`config.mk`:
```
export PLATFORM = sky130hd
export DESIGN_NAME = call_clear_core
export DESIGN_NICKNAME = d
export VERILOG_FILES = /design/src/hdl/op_pkg.sv /design/src/hdl/alu_if.sv /design/src/hdl/byte_unit.sv /design/src/hdl/call_clear_core.sv
export SDC_FILE = /design/constraint.sdc
export NUM_CORES = 1
export LEC_CHECK = 0
export ABC_AREA = 1
export BUFFER_PORTS_ARGS = -buffer_cell sky130_fd_sc_hd__buf_2
export CORE_MARGIN = 8
export CORE_UTILIZATION = 27
export DETAILED_ROUTE_END_ITERATION = 6
export PLACE_DENSITY_LB_ADDON = 0.25
export SETUP_SLACK_MARGIN = 0.4
export SYNTH_ARGS = -nofsm -noshare
export SYNTH_HDL_FRONTEND = slang
export SYNTH_SLANG_ARGS = --single-unit
```
`constraint.sdc`:
```
create_clock -name clock -period 2.3 [get_ports clock]
set_input_delay 0.23 -clock clock [delete_from_list [all_inputs] [get_ports clock]]
set_output_delay 0.23 -clock clock [all_outputs]
set_load 0.03 [all_outputs]
```
`src/hdl/op_pkg.sv`:
```
// Constants for the call, clear, invert and decrement execution block.
// Assumes a fetch stage that hands over one decoded operation per request.
package op_pkg;
	localparam int PC_W = 15;
	localparam int IMM_W = 11;
	localparam int ADDR_W = 7;
	localparam int DATA_W = 8;
	localparam int LATCH_W = 7;
	localparam int LATCH_HI = 6;
	localparam int LATCH_LO = 3;
	localparam int CALL_CYCLES = 2;
	localparam logic [DATA_W-1:0] ZERO_BYTE = 8'h00;
	localparam logic [DATA_W-1:0] ONE_BYTE = 8'h01;
	localparam logic [PC_W-1:0] PC_ONE = 15'h0001;
	localparam logic [PC_W-1:0] PC_RESET = 15'h0000;
	localparam logic DEST_ACC = 1'b0;

	typedef enum logic [2:0] {
		OP_NONE,
		OP_DIRECT_CALL,
		OP_INDIRECT_SUBROUTINE_JUMP,
		OP_WATCHDOG_KICK,
		OP_INVERT_FILE_REG,
		OP_FILE_DECREMENT,
		OP_ZERO_FILE_REG,
		OP_ZERO_ACCUMULATOR
	} op_e;
endpackage

```
`src/hdl/alu_if.sv`:
```
// Carries an operand to the byte unit and its result back.
// Assumes one clock domain; purely combinational path.
`timescale 1ns/100ps
`default_nettype none
interface alu_if;
	import op_pkg::*;
	op_e op;
	logic [DATA_W-1:0] operand;
	logic [DATA_W-1:0] result;
	logic zero;
	modport core (output op, output operand, input result, input zero);
	modport unit (input op, input operand, output result, output zero);
endinterface
`default_nettype wire

```
`src/hdl/byte_unit.sv`:
```
// Byte result unit for invert, decrement and the two clears.
// Assumes the op code is stable while the core samples the result.
`timescale 1ns/100ps
`default_nettype none
module byte_unit
	import op_pkg::*;
(
	alu_if.unit alu
);
	always_comb begin
		case (alu.op)
			OP_INVERT_FILE_REG: alu.result = ~alu.operand;
			OP_FILE_DECREMENT: alu.result = alu.operand - ONE_BYTE;
			default: alu.result = ZERO_BYTE;
		endcase
	end
	assign alu.zero = (alu.result == ZERO_BYTE);
endmodule
`default_nettype wire

```
`src/hdl/call_clear_core.sv`:
```
// Execution block for calls, watchdog kick and byte clear/invert/decrement.
// Assumes the issuer holds start for one cycle and waits for done.
`timescale 1ns/100ps
`default_nettype none
module call_clear_core
	import op_pkg::*;
(
	input wire logic clock,
	input wire logic rst_n,
	input wire logic start,
	input wire op_e op,
	input wire logic [IMM_W-1:0] imm,
	input wire logic [ADDR_W-1:0] file_addr,
	input wire logic dest_sel,
	input wire logic [DATA_W-1:0] file_rdata,
	input wire logic [LATCH_W-1:0] upper_pc_latch,
	output logic [ADDR_W-1:0] file_raddr,
	output logic busy,
	output logic done,
	output logic [PC_W-1:0] pc,
	output logic [PC_W-1:0] stack_head,
	output logic push,
	output logic [DATA_W-1:0] accumulator,
	output logic file_we,
	output logic [ADDR_W-1:0] file_waddr,
	output logic [DATA_W-1:0] file_wdata,
	output logic zero_flag,
	output logic expiry_flag,
	output logic sleep_flag,
	output logic watchdog_clear
);
	// ****************************************************
	// Sequencing
	// ****************************************************
	typedef enum logic {S_IDLE, S_SECOND} state_e;
	state_e state_reg;
	logic [PC_W-1:0] target_reg;
	logic [PC_W-1:0] call_target;
	logic is_call;
	alu_if alu ();

	assign is_call = start && (op == OP_DIRECT_CALL || op == OP_INDIRECT_SUBROUTINE_JUMP);
	assign file_raddr = file_addr;
	assign alu.op = op;
	assign alu.operand = file_rdata;
	assign busy = (state_reg == S_SECOND);

	byte_unit unit_i (.alu(alu));

	always_comb begin
		if (op == OP_DIRECT_CALL)
			call_target = {upper_pc_latch[LATCH_HI:LATCH_LO], imm};
		else
			call_target = {upper_pc_latch, accumulator};
	end

	// Calls hold for a second cycle, so a new start then is ignored
	always_ff @(posedge clock) begin
		if (!rst_n)
			state_reg <= S_IDLE;
		else begin
			case (state_reg)
				S_IDLE: if (is_call) state_reg <= S_SECOND;
				S_SECOND: state_reg <= S_IDLE;
				default: state_reg <= S_IDLE;
			endcase
		end
	end

	always_ff @(posedge clock) begin
		if (!rst_n) begin
			pc <= PC_RESET;
			target_reg <= PC_RESET;
			stack_head <= PC_RESET;
			push <= 1'b0;
			done <= 1'b0;
		end else begin
			push <= 1'b0;
			done <= 1'b0;
			if (state_reg == S_SECOND) begin
				pc <= target_reg;
				done <= 1'b1;
			end else if (start) begin
				if (is_call) begin
					stack_head <= pc + PC_ONE;
					push <= 1'b1;
					target_reg <= call_target;
				end else begin
					pc <= pc + PC_ONE;
					done <= 1'b1;
				end
			end
		end
	end

	// ****************************************************
	// Data path and flags
	// ****************************************************
	always_ff @(posedge clock) begin
		if (!rst_n) begin
			accumulator <= ZERO_BYTE;
			zero_flag <= 1'b0;
			file_we <= 1'b0;
			file_waddr <= '0;
			file_wdata <= ZERO_BYTE;
		end else begin
			file_we <= 1'b0;
			if (start && !busy) begin
				case (op)
					OP_INVERT_FILE_REG, OP_FILE_DECREMENT: begin
						zero_flag <= alu.zero;
						if (dest_sel == DEST_ACC)
							accumulator <= alu.result;
						else begin
							file_we <= 1'b1;
							file_waddr <= file_addr;
							file_wdata <= alu.result;
						end
					end
					OP_ZERO_FILE_REG: begin
						zero_flag <= 1'b1;
						file_we <= 1'b1;
						file_waddr <= file_addr;
						file_wdata <= alu.result;
					end
					OP_ZERO_ACCUMULATOR: begin
						zero_flag <= 1'b1;
						accumulator <= alu.result;
					end
					default: ;
				endcase
			end
		end
	end

	// Flags reset low here; power-on values are the owner's business
	always_ff @(posedge clock) begin
		if (!rst_n) begin
			expiry_flag <= 1'b0;
			sleep_flag <= 1'b0;
			watchdog_clear <= 1'b0;
		end else begin
			watchdog_clear <= start && !busy && op == OP_WATCHDOG_KICK;
			if (start && !busy && op == OP_WATCHDOG_KICK) begin
				expiry_flag <= 1'b1;
				sleep_flag <= 1'b1;
			end
		end
	end
endmodule
`default_nettype wire

```
# Word-level counts from Yosys, hierarchy flattened
# Cells that the tools add are included.
dict set report word_totals {
  mem_count 0
  rom_bits 0
  ff_bits 75
  inputBits 40
  word_cells 67
  latchBits 0
  ramBits 0
}
dict set report op_classes {
  n_bitwise 4
  div 0
  magnitude_cmp 0
  eq_ne 10
  multipliers 0
  n_shift 0
  add_sub_neg 2
  n_reduce_logical 19
  muxes 19
}
# operator n
set op_table {}
lappend op_table {{$pmux 8 s2} 3}
lappend op_table {{$mux 15} 3}
lappend op_table {{$mux 8} 2}
lappend op_table {{$add 15x1->15 const B} 1}
lappend op_table {{$pmux 7 s2} 1}
lappend op_table {{$eq 3x3->1 const B} 4}
lappend op_table {{$mux 11} 1}
lappend op_table {{$reduce_and 3->1} 3}
lappend op_table {{$logic_not 8->1} 1}
lappend op_table {{$not 8->8} 1}
lappend op_table {{$reduce_bool 2->1} 4}
lappend op_table {{$sub 8x1->8 const B} 1}
lappend op_table {{$mux 7} 1}
lappend op_table {{$eq 3x2->1 const B} 2}
lappend op_table {{$ne 2x2->1 const B} 3}
lappend op_table {{$pmux 1 s2} 3}
lappend op_table {{$reduce_and 2->1} 3}
lappend op_table {{$mux 1} 5}
lappend op_table {{$reduce_or 2->1} 2}
lappend op_table {{$eq 3x1->1 const B} 1}
lappend op_table {{$logic_and 1x1->1} 3}
lappend op_table {{$not 1->1} 3}
lappend op_table {{$reduce_or 3->1} 1}
lappend op_table {{$logic_not 1->1} 1}
lappend op_table {{$logic_or 1x1->1} 1}

# Logic depth before layout (Yosys ltp)
# Gate-level depths: netlist of the first run.
dict set report depth {
  word_depth 6
  ltp_mapped 11
  ltp_nobuf 11
}

# Hierarchy
# Synthesis of the first run repeated with hierarchy kept, for this count alone.
dict set report unflattened {
  hier_cells 552
  hier_area_um2 3753.6
}
# module instances cells_each seq_area_each_um2 area_per_inst_um2
set modules_own_cells {}
lappend modules_own_cells {call_clear_core 1 487 1501.4 3405.8}
lappend modules_own_cells {byte_unit 1 65 0.0 347.8}

# Worst setup path before layout of the first run
# OpenSTA, ideal clock, no wires.
dict set report synth_path {
  path_type {reg-to-reg}
  startpoint {register pc[0]}
  endpoint {register pc[12]}
  required_ns 2.229
  synth_period_minus_slack_ns 1.764
  t_arrival_ns 1.693
  path_buffers 0
  stages_incl_launch_ff 9
  setup_time_ns 0.071
  path_slack_ns 0.536
  cell_sequence {dfxtp_1 -> ha_1 -> nand3_1 -> nor2_2 -> nand3_1 -> nor2_1 -> xor2_1 -> nand2_1 -> a21oi_1}
}
dict set report synth_via {
  elab_chain_cells 4
}
# element line
set synth_lines {}
lappend synth_lines {{start: declaration} call_clear_core.sv:20} ;# output logic [PC_W-1:0] pc,
lappend synth_lines {{start signal: assignment} call_clear_core.sv:81} ;# pc <= target_reg;
lappend synth_lines {{start signal: assignment} call_clear_core.sv:89} ;# pc <= pc + PC_ONE;
lappend synth_lines {{$add 15x1->15} call_clear_core.sv:89}
lappend synth_lines {{$mux 15} call_clear_core.sv:84} ;# if (is_call) begin
lappend synth_lines {{$mux 15} call_clear_core.sv:83} ;# end else if (start) begin
lappend synth_lines {{$mux 15} call_clear_core.sv:80} ;# if (state_reg == S_SECOND) begin
# No other way between the ends. The select of a mux whose other input is x is not followed.
# A chain may end at the register's enable or synchronous reset.

# Worst setup path in the final report of the first run
dict set report layout_path {
  startpoint {register pc[1]}
  endpoint {register pc[12]}
}
# The elaborated chain is that of the path after synthesis.

==> results of run 1 <==
==> stage by stage <==
step	area (µm²)	total power [µW]	hold slack (ns)
after CTS	4424	3367	0.1466
after floorplan	3505	1700	0.3943
final	4436	3330	0.1602
after detailed placement	4098	1832	0.4580
after global routing	4436	3470	0.1712
after global placement	4098	1825	0.4538
==> cell type report <==
type / count / share of cell area [%]
sequential: 75 / 33.88
inverter: 54 / 4.570
tap: 172 / 4.852
clock buffer: 11 / 5.698
multi-input combinational: 328 / 36.42
clock inverter: 4 / 1.664
timing repair buffer: 112 / 12.92
==> synthesized netlist by cell type (all sizes together) <==
| cell | n |
|---|---|
| o211ai | 4 |
| a31oi | 7 |
| nor2 | 75 |
| nor3 | 2 |
| buf | 20 |
| xnor2 | 7 |
| clkbuf | 13 |
| nand2 | 93 |
| dfxtp | 75 |
| nand3 | 21 |
| xor2 | 5 |
| o21ai | 54 |
| or4 | 1 |
| a22oi | 7 |
| a21oi | 45 |
| or2 | 1 |
| ha | 2 |
| nand4 | 4 |
| inv | 54 |
==> cells by family after synthesis <==
logic type	count (synthesis)	synth area share, %
xor gates and xnor gates	12	2.999
buffers and inverters	87	11.35
and+or+nand+nor	197	23.92
adders and majority gates	2	0.7139
DFF	75	42.84
AOI/OAI and AO/OA	117	18.17
==> where the power goes <==
part	total, µW	switching (µW)	internal, µW
registers	1380	32.2	1350
clock network	1530	528	1000
logic	416	292	124
==> worst min-delay path, delay by kind of cell <==
kind | cells | cell delay, ns
buf+inv | 1 | 0.08
compound gates | 1 | 0.07
simple gates | 1 | 0.07
==> cells in the final DEF (no fill, tap or decap), drive strengths merged <==
cell,instances
buf,112
nand2,93
dfxtp,75
nor2,75
inv,54
o21ai,54
a21oi,45
nand3,21
clkbuf,11
xnor2,7
a31oi,7
a22oi,7
xor2,5
o211ai,4
nand4,4
ha,2
bufinv,2
nor3,2
clkinv,2
or2,1
or4,1
==> worst min-delay path by stage <==
stage               slack [ns]         startpoint  depth (start not counted)              to
floorplan                 0.39  upper_pc_latch[3]                          2  target_reg[11]
global placement          0.45         sleep_flag                          2      sleep_flag
detailed placement        0.46      target_reg[0]                          2   target_reg[0]
CTS                       0.15       file_addr[6]                          3   file_waddr[6]
global route              0.17       file_addr[0]                          3   file_waddr[0]
finish                    0.16       file_addr[6]                          3   file_waddr[6]
==> routing by layer <==
metal,track usage [%],wire length [µm],vias up
met5,0,0,-
met4,5.601,191,0
met3,3.794,729,12
met2,21.44,5026,93
met1,15.88,4850,1534
li1,-,-,1758
==> timing repair <==
action / in CTS / in global routing
hold endpoints to repair: 0 / 0
endpoints found under the setup margin: 0 / 2
gates resized for setup: 0 / 3
buffers inserted: 0 / 0
==> run metrics, run 1 <==
status completed; initial DRC count 149; Yosys top cell by area dfxtp_1; Layout Skew 0.004597 ns; post-synthesis cell type count 31; endpoints failing setup 0; Avg Inst Size Synth 7.152 µm²; worst setup path startpoint pc[1]; worst setup margin 0.6350 ns; first-pass GRT wire length 17.39 mm; number of global-route vias before repair 3395; die width 129.9 µm; FF-to-FF setup slack 0.63 ns; root buffer cell clkbuf_16; Crit path depth 8; YS warnings 0; Overflow after GRT 0; worst r2r path cells 8; Worst setup SP type register; CP Cell Sequence ha_1 -> nand3_2 -> nor2_4 -> nand3_1 -> nor2_1 -> xor2_1 -> nand2_1 -> a21oi_1; Critical Path RT 2.56 ns; element type at the critical path end register; placed insts 741; initial core utilization 27.66%; Core Footprint 12670 µm²; Crit path arrival time 1.93 ns; IO Count 108; Syn-to-layout area delta 26.56%; Post-CTS Hold Fix Bufs 0; vias per cell 4.493; worst hold path class in -> reg; setup TNS 0 ns; Buf/Inv on CP 0; fin cells 756; worst rel slew slack 55.75%; crit-path max cell delay 0.40 ns; Final nets 622; Final min period 1.665 ns; Final ANT Viol Nets 0; Clock transition at path regs 0.06 ns; Overall Global Routing Usage 13.15%; number of buffers on the longest clock path 2; DP Worst Slack 0.5068 ns; Post-Syn Nets 532; Worst Tran Pin Value 0.6616 ns; Seq/Total Area, Yosys 42.84%; crit-path leading delay family simple AND/OR/NAND/NOR gates; DP HPWL 8.159 mm; Filler cells 1393; # rows 41; Port Buffer Count 107; Reg area 1503 µm²; pin count of the biggest net entering global routing 41; multi-input logic area 1615 µm²; DRT Wirelength 10.80 mm; share of layout cells above drive strength 1 24.49%; RSZ-0062 raised after global routing false; Seq cells post-synth 75; RR Startpoint pc[1]; CP max-delay cell dfxtp_1; pwr/cell area 750.7 nW/µm²; Area contributors post-synth dfxtp_1 (43%), nand2_1 (9.7%), nor2_1 (7.6%), o21ai_0 (6.6%), a21oi_1 (6.4%); max-cap viol count 0; # diodes 0; CP Class reg -> reg; worst skew pair latency 0.33 ns; initial antenna violation count 0; Lkg Pwr 0.002095 µW; mapped cell area 3505 µm²; f_max 600.6 MHz; CTS tree yes; crit path to pc[12]; Fin. Hold Viols 0; drt wl/cell 14.28 µm; htree depth 3; Final Slew Violations 0; Peak supply drop 0.3489 mV; Via Count 3397; fin crit share 72.39%; Num CTS Buffers 9; DRC 0; GP Congestion 0.8465; cells after synthesis 490; DRT Pass-1 Iters 4; final core utilization 35.01%; die height 129.9 µm; top-area cell type share of the netlist area 42.84%; crit path max fanout 4; CTS sink cnt 75; reg2reg end pc[12]; DIE AREA 16880 µm²
(Power assumes the default switching activity.)
==> inputs of run 2 (changes only) <==
- clock period: 2.3 -> 1.59 ns (I/O delays scaled with it)
==> run 2 against run 1 <==
  * Total power up 47%
  * Combinational power up 88%
  * Critical path depth down 1
  * Global-route usage up 0.51 points
  * Final cell count up 4.5%
  * Die area unchanged
  * Hold slack worse by 0.10 ns
  * Worst setup slack worse by 0.49 ns
  * Highest routed layer unchanged
  * Register-to-register slack worse by 0.49 ns
  * First-iteration DRC count up 100%
  * Count of clock-buffer cells in the layout up 1
  * Core utilization up 5.9 points
  * Largest power group unchanged
==> run metrics, run 2 (synthesis results as in run 1) <==
number of buffers on the longest clock path 2 (unchanged); status completed; max-cap viol count 0 (unchanged); worst setup margin 0.1457 ns (-0.4893 ns); initial antenna violation count 0 (unchanged); CTS sink cnt 75 (unchanged); element type at the critical path end register; first-pass GRT wire length 17.97 mm (+3.3%); initial core utilization 27.66% (unchanged); fin crit share 90.84% (+18 points); Crit path depth 7 (-1); vias per cell 4.576 (+1.8%); Layout Skew 0.007724 ns (+0.003127 ns); Syn-to-layout area delta 47.80%; Core Footprint 12670 µm² (unchanged); htree depth 3 (unchanged); fin cells 790 (+4.5%); Top cell by count, worst path a21oi_1; Overflow after GRT 0 (unchanged); worst r2r path cells 7 (-1); # rows 41 (unchanged); IO Count 108 (unchanged); commonest non-fill, non-tap cells in the layout buf_2 (104), nand2_1 (87), nor2_1 (62), dfxtp_1 (62), inv_1 (48); reg2reg end target_reg[6]; Worst setup SP type register; Filler cells 1330 (-4.5%); setup TNS 0 ns (unchanged); crit path to target_reg[6]; Final ANT Viol Nets 0 (unchanged); Clock transition at path regs 0.06 ns (about the same); drt wl/cell 14.78 µm (+3.5%); Power Total 4882 µW (+47%); GP Congestion 0.8277 (-2.2%); CTS tree yes; Peak supply drop 0.4840 mV (+39%); DRT Pass-1 Iters 4 (unchanged); Lkg Pwr 0.002347 µW (+12%); worst skew pair latency 0.34 ns (about the same); CP Cell Sequence or2_4 -> nor2_4 -> nand2_8 -> buf_12 -> a21oi_1 -> o21ai_1 -> a21oi_1; share of layout cells above drive strength 1 39.81% (+15 points); DIE AREA 16880 µm² (unchanged); f_max 692.4 MHz (+15%); Buf/Inv on CP 1 (+1); hold depth 3 (unchanged); worst hold path class in -> reg; pwr/cell area 942.5 nW/µm² (+26%); RR Startpoint busy; worst setup path startpoint busy; endpoints failing setup 0 (unchanged); Final nets 655 (+5.3%); die width 129.9 µm (unchanged); CP max-delay cell dfxtp_4; Overall Global Routing Usage 13.67% (+0.51 points); Final Slew Violations 0 (unchanged); crit-path max cell delay 0.34 ns (-0.06 ns); worst rel slew slack 76.99% (+21 points); final core utilization 40.88% (+5.9 points); pin count of the biggest net entering global routing 41 (unchanged); die height 129.9 µm (unchanged); DP HPWL 8.031 mm (-1.6%); Worst Tran Pin Value 0.3439 ns (-0.3178 ns); # diodes 0 (unchanged); RSZ-0062 raised after global routing true; Post-CTS Hold Fix Bufs 0 (unchanged); Crit path arrival time 1.72 ns (-0.21 ns); Num CTS Buffers 9 (unchanged); Final min period 1.444 ns (-0.2207 ns); number of global-route vias before repair 3473 (+2.3%); Via Count 3615 (+6.4%); commonest non-fill, non-tap cell in the layout buf_2; initial DRC count 301 (+100%); DP Worst Slack 0.1001 ns (-0.4067 ns); FF-to-FF setup slack 0.15 ns (-0.49 ns); placed insts 745 (+0.54%); crit path max fanout 14 (+10); crit-path leading delay family simple AND/OR/NAND/NOR gates; DRT Wirelength 11.68 mm (+8.1%); CP Class reg -> reg; Critical Path RT 1.86 ns (-0.70 ns); root buffer cell clkbuf_16; Fin. Hold Viols 0 (unchanged); DRC 0 (unchanged); Port Buffer Count 107 (unchanged)
-- run 2: per-stage QoR --
| stage | instance area [µm²] | hold slack [ns] |
|---|---|---|
| 2_1_floorplan | 3638 | 0.3047 |
| 5_1_grt | 5180 | 0.07578 |
| 3_3_place_gp | 4242 | 0.4042 |
| 3_5_place_dp | 4242 | 0.4065 |
| 6_report | 5180 | 0.05605 |
| 4_1_cts | 4945 | 0.04970 |
-- run 2: tightest hold or removal path: stages --
cell and delay [ns]:
buf_2 0.08, o21ai_2 0.05, nor2_1 0.06
-- run 2: layout make-up --
type | instances | area [µm²] | area share [%]
Multi-Input combinational cell | 329 | 1897 | 36.62
Clock inverter | 4 | 28.78 | 0.5556
Inverter | 54 | 222.7 | 4.300
Tap cell | 172 | 215.2 | 4.155
Timing Repair inverter | 5 | 63.81 | 1.232
Clock buffer | 12 | 289.0 | 5.580
Timing Repair Buffer | 139 | 930.9 | 17.97
Sequential cell | 75 | 1533 | 29.59
-- run 2: how the worst min path moves through the flow --
stage	startpoint	to	slack, ns
after floorplan	upper_pc_latch[3]	target_reg[11]	0.30
after global placement	upper_pc_latch[4]	target_reg[12]	0.40
after detailed placement	upper_pc_latch[4]	target_reg[12]	0.41
after CTS	upper_pc_latch[4]	target_reg[12]	0.05
after global routing	file_addr[0]	file_waddr[0]	0.08
final	upper_pc_latch[4]	target_reg[12]	0.06
-- run 2: metal layers --
| layer | track usage (%) | vias up | share of wire, % |
|---|---|---|---|
| li1 | - | 1825 | - |
| met1 | 16.68 | 1661 | 44 |
| met2 | 22.51 | 115 | 48 |
| met3 | 3.305 | 14 | 6.9 |
| met4 | 5.874 | 0 | 1.2 |
| met5 | 0 | - | 0 |
-- run 2: repair_timing --
item	CTS	global route
resized for setup	60	55
pin swaps	18	21
buffers inserted	17	4
cloned	6	2
setup endpoints to repair	73	81
-- run 2: where the power goes --
group          total, µW  switching (µW)  internal, µW
sequential          2000            50.3          1950
clock               2100             811          1290
combinational        784             502           282
total               4880            1360          3520
